<file path="src/inc/ecf_pkg.sv">
// constants and types for the external code fetch bus controller
package ecf_pkg;
  localparam int ECF_ADDR_W = 16;
  localparam int ECF_DATA_W = 8;
  localparam int ECF_BYTE_W = 8;
  // one bus cycle is six cpu clocks
  localparam int ECF_CPU_CLKS_PER_CYCLE = 6;
  // oscillator periods per cpu clock: 2 standard, 1 double speed
  localparam logic [1:0] ECF_OSC_PER_CPU_STD = 2'h2;
  localparam logic [1:0] ECF_OSC_PER_CPU_DBL = 2'h1;
  // cpu-clock phase numbers within a bus cycle
  localparam logic [2:0] ECF_PH_ALE_ON = 3'h0;
  localparam logic [2:0] ECF_PH_ALE_OFF = 3'h2;
  localparam logic [2:0] ECF_PH_STROBE_ON = 3'h3;
  localparam logic [2:0] ECF_PH_LAST = 3'h5;
  localparam logic [ECF_BYTE_W-1:0] ECF_DATA_RST = 8'hFF;
  localparam logic [ECF_ADDR_W-1:0] ECF_ADDR_RST = 16'hFFFF;

  typedef enum logic [2:0] {
    ECF_IDLE = 3'b001,
    ECF_ADDR = 3'b010,
    ECF_READ = 3'b100
  } ecf_state_type;
endpackage : ecf_pkg

</file>
<file path="src/rtl/ecf_osc_div.sv">
// cpu clock tick generator from oscillator periods, standard or double speed
`timescale 1ns/100ps
module ecf_osc_div (
  // clock and reset
  input wire logic core_clk,
  input wire logic sys_rst,
  // mode
  input wire logic double_speed_mode,
  // tick out
  output logic cpu_tick
);
  import ecf_pkg::*;

  logic [1:0] cnt_r;
  logic [1:0] cnt_nxt;
  logic [1:0] period;

  always_comb begin
    period = double_speed_mode ? ECF_OSC_PER_CPU_DBL : ECF_OSC_PER_CPU_STD;
    cpu_tick = (cnt_r >= period - 2'h1);
    cnt_nxt = cpu_tick ? 2'h0 : cnt_r + 2'h1;
  end

  always_ff @(posedge core_clk or posedge sys_rst) begin
    if (sys_rst) begin
      cnt_r <= 2'h0;
    end else begin
      cnt_r <= cnt_nxt;
    end
  end
endmodule : ecf_osc_div

</file>
<file path="src/rtl/ecf_fetch_bus.sv">
// external code fetch bus controller: multiplexed low port, high port, strobes
`timescale 1ns/100ps
module ecf_fetch_bus (
  // clock and reset
  input wire logic core_clk,
  input wire logic sys_rst,
  // mode
  input wire logic double_speed_mode,
  // core request
  input wire logic req_valid,
  input wire logic req_const_read,
  input wire logic req_internal,
  input wire logic [ecf_pkg::ECF_ADDR_W-1:0] req_addr,
  output logic req_ready,
  output logic rsp_valid,
  output logic [ecf_pkg::ECF_DATA_W-1:0] rsp_data,
  // external bus pins
  output logic address_latch_strobe,
  output logic program_store_strobe_n,
  output logic [ecf_pkg::ECF_BYTE_W-1:0] addr_high_lines,
  output logic [ecf_pkg::ECF_BYTE_W-1:0] low_port_out,
  output logic low_port_oe,
  input wire logic [ecf_pkg::ECF_BYTE_W-1:0] low_port_in
);
  import ecf_pkg::*;

  // bus sequencer
  ecf_state_type state_r;
  ecf_state_type state_nxt;
  logic [2:0] phase_r;
  logic [2:0] phase_nxt;
  logic state_bad;
  // pin drivers
  logic ale_r;
  logic ale_nxt;
  logic store_n_r;
  logic store_n_nxt;
  logic oe_r;
  logic oe_nxt;
  logic [ECF_BYTE_W-1:0] lo_out_r;
  logic [ECF_BYTE_W-1:0] lo_out_nxt;
  logic [ECF_BYTE_W-1:0] hi_r;
  logic [ECF_BYTE_W-1:0] hi_nxt;
  // answer to the core
  logic [ECF_DATA_W-1:0] data_r;
  logic [ECF_DATA_W-1:0] data_nxt;
  logic rsp_r;
  logic rsp_nxt;
  // low port input synchroniser
  logic [ECF_BYTE_W-1:0] din_meta_r;
  logic [ECF_BYTE_W-1:0] din_meta_nxt;
  logic [ECF_BYTE_W-1:0] din_sync_r;
  logic [ECF_BYTE_W-1:0] din_sync_nxt;
  // shared decodes
  logic cpu_tick;
  logic take;
  logic goes_out;
  logic start_ext;
  logic answer_int;
  logic [2:0] phase_inc;
  logic at_ale_off;
  logic at_strobe_on;
  logic at_last;

  ecf_osc_div u_div (
    .core_clk(core_clk),
    .sys_rst(sys_rst),
    .double_speed_mode(double_speed_mode),
    .cpu_tick(cpu_tick)
  );

  // pin data crosses in from the outside world; only the second stage is read
  always_comb begin
    din_meta_nxt = low_port_in;
    din_sync_nxt = din_meta_r;
  end

  always_ff @(posedge core_clk or posedge sys_rst) begin
    if (sys_rst) begin
      din_meta_r <= ECF_DATA_RST;
      din_sync_r <= ECF_DATA_RST;
    end else begin
      din_meta_r <= din_meta_nxt;
      din_sync_r <= din_sync_nxt;
    end
  end

  // requests are taken only at a cpu-clock boundary while idle; ready never
  // looks at the request itself, at the price of one idle cpu clock between
  // back-to-back cycles
  assign req_ready = (state_r == ECF_IDLE) && cpu_tick;
  assign take = req_valid && req_ready;
  // internal constant reads never reach the pins; internal prefetch at the
  // top location does run an external cycle, so software must avoid it
  assign goes_out = !(req_internal && req_const_read);
  assign start_ext = take && goes_out;
  assign answer_int = take && !goes_out;

  // phase decodes, each one valid only on a cpu-clock tick
  assign phase_inc = phase_r + 3'h1;
  assign at_ale_off = cpu_tick && (state_r == ECF_ADDR) && (phase_inc == ECF_PH_ALE_OFF);
  assign at_strobe_on = cpu_tick && (state_r == ECF_ADDR) && (phase_inc == ECF_PH_STROBE_ON);
  assign at_last = cpu_tick && (state_r == ECF_READ) && (phase_r == ECF_PH_LAST);

  // bus sequencer: six cpu-clock phases per external cycle
  always_comb begin
    state_nxt = state_r;
    phase_nxt = phase_r;
    state_bad = 1'h0;
    case (state_r)
      ECF_IDLE: begin
        if (start_ext) begin
          state_nxt = ECF_ADDR;
          phase_nxt = ECF_PH_ALE_ON;
        end
      end
      ECF_ADDR: begin
        if (cpu_tick) begin
          phase_nxt = phase_inc;
        end
        if (at_strobe_on) begin
          state_nxt = ECF_READ;
        end
      end
      ECF_READ: begin
        if (cpu_tick) begin
          phase_nxt = phase_inc;
        end
        if (at_last) begin
          phase_nxt = ECF_PH_ALE_ON;
          state_nxt = ECF_IDLE;
        end
      end
      default: begin
        // a corrupted state code falls back to idle with the bus parked
        state_bad = 1'h1;
        state_nxt = ECF_IDLE;
        phase_nxt = ECF_PH_ALE_ON;
      end
    endcase
  end

  always_ff @(posedge core_clk or posedge sys_rst) begin
    if (sys_rst) begin
      state_r <= ECF_IDLE;
      phase_r <= ECF_PH_ALE_ON;
    end else begin
      state_r <= state_nxt;
      phase_r <= phase_nxt;
    end
  end

  // pin drivers: every pin comes straight from a flip-flop, so no glitch
  // reaches the external latch or memory
  always_comb begin
    ale_nxt = ale_r;
    store_n_nxt = store_n_r;
    oe_nxt = oe_r;
    lo_out_nxt = lo_out_r;
    hi_nxt = hi_r;
    if (start_ext) begin
      hi_nxt = req_addr[ECF_ADDR_W-1 -: ECF_BYTE_W];
      lo_out_nxt = req_addr[ECF_BYTE_W-1:0];
      oe_nxt = 1'h1;
      ale_nxt = 1'h1;
    end
    if (at_ale_off) begin
      // memory latches the low byte on this falling edge
      ale_nxt = 1'h0;
    end
    if (at_strobe_on) begin
      // port released on the same edge the strobe falls; the memory only
      // drives once it sees the strobe low, so the two never fight
      oe_nxt = 1'h0;
      store_n_nxt = 1'h0;
    end
    if (at_last || state_bad) begin
      store_n_nxt = 1'h1;
    end
    if (state_bad) begin
      ale_nxt = 1'h0;
      oe_nxt = 1'h0;
    end
  end

  always_ff @(posedge core_clk or posedge sys_rst) begin
    if (sys_rst) begin
      ale_r <= 1'h0;
      store_n_r <= 1'h1;
      oe_r <= 1'h0;
      lo_out_r <= ECF_DATA_RST;
      hi_r <= ECF_DATA_RST;
    end else begin
      ale_r <= ale_nxt;
      store_n_r <= store_n_nxt;
      oe_r <= oe_nxt;
      lo_out_r <= lo_out_nxt;
      hi_r <= hi_nxt;
    end
  end

  // answer to the core: one pulse per request, data held until the next
  always_comb begin
    data_nxt = data_r;
    rsp_nxt = 1'h0;
    if (answer_int) begin
      // internal constant read answers without bus activity
      data_nxt = ECF_DATA_RST;
      rsp_nxt = 1'h1;
    end
    if (at_last) begin
      // data sampled before the strobe rises, memory still driving
      data_nxt = din_sync_r;
      rsp_nxt = 1'h1;
    end
  end

  always_ff @(posedge core_clk or posedge sys_rst) begin
    if (sys_rst) begin
      data_r <= ECF_DATA_RST;
      rsp_r <= 1'h0;
    end else begin
      data_r <= data_nxt;
      rsp_r <= rsp_nxt;
    end
  end

  assign address_latch_strobe = ale_r;
  assign program_store_strobe_n = store_n_r;
  assign addr_high_lines = hi_r;
  assign low_port_out = lo_out_r;
  assign low_port_oe = oe_r;
  assign rsp_valid = rsp_r;
  assign rsp_data = data_r;
endmodule : ecf_fetch_bus

</file>
<file path="config.mk">
export PLATFORM = sky130hd
export DESIGN_NAME = ecf_fetch_bus
export DESIGN_NICKNAME = d
export VERILOG_FILES = /design/src/inc/ecf_pkg.sv /design/src/rtl/ecf_osc_div.sv /design/src/rtl/ecf_fetch_bus.sv
export SDC_FILE = /design/constraint.sdc
export NUM_CORES = 1
export LEC_CHECK = 0
export ABC_AREA = 1
export CAP_MARGIN = 20
export CORE_MARGIN = 3
export CORE_UTILIZATION = 35
export DETAILED_ROUTE_END_ITERATION = 10
export DONT_BUFFER_PORTS = 1
export PLACE_DENSITY = 0.53
export SLEW_MARGIN = 20
export SYNTH_ARGS = -nofsm -noshare
export SYNTH_HDL_FRONTEND = slang
export SYNTH_SLANG_ARGS = --single-unit
export TNS_END_PERCENT = 1
</file>
<file path="constraint.sdc">
create_clock -name core_clk -period 1.8 [get_ports core_clk]
set_input_delay 0.18 -clock core_clk [delete_from_list [all_inputs] [get_ports core_clk]]
set_output_delay 0.18 -clock core_clk [all_outputs]
set_load 0.05 [all_outputs]
</file>
After elaboration in Yosys (flattened, before gate mapping) --
Cells that the tools add are included.
Word-level totals: input port bits 30, register bits after elaboration 52, logic and storage cells 65, output and inout bits 29
Cells by class: add/subtract/negate cells 3, reduce and logical (&&, ||, !) cells 16, muxes and demuxes 22, eq/ne operators 11, $lt $le $gt $ge 1
Operator list (number):
- $mux 3 | 6
- $pmux 3 s3 | 2
- $mux 8 | 2
- $logic_and 1x1->1 | 10
- $mux 1 | 10
- $eq 3x2->1 const B | 3
- $eq 3x3->1 const B | 2
- $ne 2x2->1 const B | 3
- $ne 3x1->1 const B | 2
- $mux 2 | 2
- $reduce_bool 2->1 | 2
- $add 3x1->3 const B | 1
- $eq 3x1->1 const B | 1
- $reduce_and 3->1 | 1
- $reduce_or 3->1 | 1
- $add 2x1->2 const B | 1
- $ge 2x2->1 | 1
- $sub 2x1->2 const B | 1
- $logic_not 1->1 | 1
- $logic_or 1x1->1 | 1

Longest topological paths before layout --
word-level depth 9, depth in mapped cells 9, mapped depth without buffers 9

Modules after synthesis --
A second synthesis with hierarchy kept.
Second synthesis, totals: cell total of the unflattened synthesis 224, area total of the unflattened synthesis 2167.1 µm²
Modules (own cells, without submodules):
- ecf_fetch_bus | times used 1, sequential area each 1303.8 µm², cells an instance 213, area each 2068.2 µm²
- ecf_osc_div | times used 1, sequential area each 50.0 µm², cells an instance 11, area each 98.8 µm²

Least setup slack after synthesis --
OpenSTA, ideal clock, no wires.
path kind register -> output, start register u_div.cnt_r[0], end output port req_ready, data arrival time 1597 ps, setup slack 23 ps, buffers on the path 0, cell stages (with the launch flop) 7, required time 1620 ps, cells stage by stage dfrtp_1 -> inv_1 -> ha_1 -> inv_1 -> nand3_2 -> inv_1 -> nor2_1
Between the ends: cells in the longest elaborated chain, start to end 2
RTL lines:
- from (decl) | RTL line ecf_osc_div.sv:14 | logic [1:0] cnt_r;
- from (signal assigned) | RTL line ecf_osc_div.sv:28 | cnt_r <= cnt_nxt;
- $ge 2x2->1 | RTL line ecf_osc_div.sv:20 | cpu_tick = (cnt_r >= period - 2'h1);
- $logic_and 1x1->1 | RTL line ecf_fetch_bus.sv:91 | assign req_ready = (state_r == ECF_IDLE) && cpu_tick;
- to (decl) | RTL line ecf_fetch_bus.sv:14 | output logic req_ready,
Every way passes these cells.

Worst setup path after layout --
Same ends and word-level chain as after synthesis.

==> flow_metrics.env <==
export IMPL_r2r_cells=8
export IMPL_drive_gt1_share_pct=30.5
export IMPL_drtAntennaViolNets=0
export IMPL_layout_min_cycle_time_ns=1.71
export IMPL_drc=0
export IMPL_reg2reg_slack_ns=0.14
export IMPL_synthTopCellsByArea="dfstp_2 (50%), dfrtp_1 (11%), nand2_1 (9.7%)"
export IMPL_grt_pass1_wl_um=7190
export IMPL_synthCells=223
export IMPL_area_delta_synth_final_pct=26.4
export IMPL_hold_path_class="in2reg"
export IMPL_wl_met2_um=2130
export IMPL_ir_drop_uv=773
export IMPL_grt_pass1_vias=1533
export IMPL_pin_count=59
export IMPL_rows=28
export IMPL_fp_dieW_um=85.6
export IMPL_cts_sinks=52
export IMPL_worstHoldEndpoint="state_r[1]"
export IMPL_place_congestion=0.740
export IMPL_arrival_ns=1.53
export IMPL_wirelength_met1_um=1830
export IMPL_grt_util_all_layers_pct=12.5
export IMPL_maxSlewViolCount=0
export IMPL_synth_edf_count=0
export IMPL_max_freq_mhz=586
export IMPL_ys_warn_count=0
export IMPL_slew_limit_headroom_pct=63.3
export IMPL_yosys_top_cells_count="nand2_1 (57), dfstp_2 (42), inv_1 (40)"
export IMPL_yosysSeqAreaShare_pct=61.1
export IMPL_clk_latency_ns=0.30
export IMPL_async_flop_share_pct=100
export IMPL_die_y_um=85.6
export IMPL_diodes=0
export IMPL_nets=303
export IMPL_cts_root_buf="clkbuf_8"
export IMPL_crit_required_ns=1.62
export IMPL_syn_area_sq_um=2220
export IMPL_synthesis_nets=258
export IMPL_yosysTopAreaCell="dfstp_2"
export IMPL_clock_path_buffers=2
export IMPL_clk_pin_slew_ns=0.09
export IMPL_vias_per_cell=4.36
export IMPL_synth_main_ff_cell="dfstp_2"
export IMPL_route_met3_wl_um=152
export IMPL_crit_fanout=7
export IMPL_final_setup_tns_ns=0
export IMPL_start_util_pct=36.8
export IMPL_h_tree_depth=2
export IMPL_min_from="req_valid"
export IMPL_drv_cap=0
export IMPL_dieArea_sq_um=7320
export IMPL_crit_path_start_kind="flip-flop"
export IMPL_ys_ff_latch=52
export IMPL_rr_endpoint="low_port_out[1]"
export IMPL_top_layer_used="met4"
export IMPL_grt_max_degree=28
export IMPL_ys_types=21
export IMPL_worst_pin_slew_ns=0.549
export IMPL_r2r_start="u_div.cnt_r[0]"
export IMPL_routed_wirelength_um=4150
export IMPL_core_sq_um=6030
export IMPL_post_route_util_pct=46.5
export IMPL_status="complete, no violations"
export IMPL_cts_tree="yes"
export IMPL_path_class="reg2out"
export IMPL_finalSetupViolations=0
export IMPL_fin_crit_sh_pct=94.8
export IMPL_grt_overflow=0
export IMPL_timing_final_hold_violations=0
export IMPL_worstHoldPathCells=2
export IMPL_fin_skew_ns=0.00517
export IMPL_drtIter0Drc=62
export IMPL_rsz0062_at_grt="no"
export IMPL_synthMostInstantiatedCell="nand2_1"
export IMPL_p_leak_nw=1.34
export IMPL_hpwlAfterDp_um=2910
export IMPL_avgSynthCellArea_sq_um=9.94
export IMPL_cellPowerDensity_nw_per_um2=1720
export IMPL_drt_first_pass_iters=4
export IMPL_via_count=1500
export IMPL_wl_per_cell_um=12.1
export IMPL_antenna_found_initial=0
export IMPL_numCtsBuffers=5
export IMPL_io_buffers=0
export IMPL_synth_top_area_share_pct=49.8
export IMPL_cp_end_kind="output port"
==> registers in the layout (all words and copies together), names as in the netlist <==
| name | flops |
|---|---|
| rsp_valid | 1 |
| phase_r | 3 |
| program_store_strobe_n | 1 |
| low_port_out | 8 |
| state_r | 3 |
| din_meta_r | 8 |
| addr_high_lines | 8 |
| address_latch_strobe | 1 |
| low_port_oe | 1 |
| u_div.cnt_r | 2 |
| din_sync_r | 8 |
| rsp_data | 8 |
==> power breakdown <==
part	switching (W)	internal [W]	total [W]
Combinational	0.000603	0.000523	0.00113
Clock	0.000384	0.000276	0.000660
Sequential	0.00126	0.00176	0.00302
==> layout make-up <==
class                      instances  area (sq um)
fill                             566          3220
clock inverter                     3          23.8
inverter                          40           150
timing repair buffer              44           434
tap                               75          93.8
sequential                        52          1350
multi-input combinational        125           677
clock buffer                       5          68.8
==> what timing repair did <==
item,in CTS,in global routing
hold endpoints to repair,28,0
hold buffers,25,0
setup buffers,0,10
gates resized for setup,3,2
endpoints found under the setup margin,1,15
pin swaps,1,3
==> cell families (layout without fill, tap and decap cells) <==
logic type,count (synthesis),after routing,share of synthesized area [%]
adder cells (fa/ha/maj),5,5,2.82
AND/OR/NAND/NOR,103,103,23.3
AO/OA/AOI/OAI,17,17,3.84
buffers and inverters,46,92,8.92
flip-flops,52,52,61.1
==> metrics by stage <==
| step | setup slack, ns | power (W) | instance area, sq um | hold slack, ns | std cells |
|---|---|---|---|---|---|
| 2_1_floorplan | 0.0226 | 0.00368 | 2220 | 0.184 | 223 |
| 3_3_place_gp | 0.156 | 0.00397 | 2360 | 0.151 | 302 |
| 3_5_place_dp | 0.0955 | 0.00398 | 2360 | 0.151 | 302 |
| 4_1_cts | 0.00336 | 0.00472 | 2710 | 0.148 | 334 |
| 5_1_grt | 0.00219 | 0.00509 | 2800 | 0.147 | 344 |
| 6_report | 0.0945 | 0.00481 | 2800 | 0.132 | 344 |
==> cells in the final DEF, fill, tap and decap left out <==
cell type / instances
dlygate4sd3_1: 25
ha_1: 5
nand3_1: 23
nand4_4: 2
or2_2: 2
and2_1: 1
inv_1: 38
clkbuf_8: 5
nor2_2: 1
buf_4: 15
nand2_1: 56
nand2_2: 3
clkinv_4: 1
nand3_4: 1
o21ai_1: 9
dfrtp_1: 10
nor2_1: 5
dfstp_2: 42
inv_2: 2
buf_6: 1
clkinvlp_4: 2
nand3b_1: 1
buf_12: 3
nor2_8: 1
nor3_4: 1
o21ai_0: 8
or2_0: 6
==> routing by layer <==
layer / global-route usage, % / vias to the layer above
met5: 0 / -
met4: 4.75 / 0
met3: 3.55 / 2
met2: 21.0 / 30
met1: 15.2 / 702
li1: - / 766
==> worst max-delay path, stage by stage, from the launching register on <==
cell and delay [ns]:
dfrtp_1 0.36, inv_1 0.06, ha_1 0.28, inv_2 0.05
nand3_4 0.11, inv_1 0.08, nor2_2 0.13, buf_6 0.17
==> worst max-delay path by stage <==
| stage | endpoint | startpoint | slack (ns) |
|---|---|---|---|
| global route | req_ready | u_div.cnt_r[0] | 0.002 |
| floorplan | req_ready | u_div.cnt_r[0] | 0.02 |
| detailed placement | rsp_data[3] | u_div.cnt_r[0] | 0.1 |
| CTS | req_ready | u_div.cnt_r[0] | 0.003 |
| global placement | rsp_data[2] | u_div.cnt_r[0] | 0.16 |
| finish | req_ready | u_div.cnt_r[0] | 0.09 |
Power figures use the tool's default switching activity.
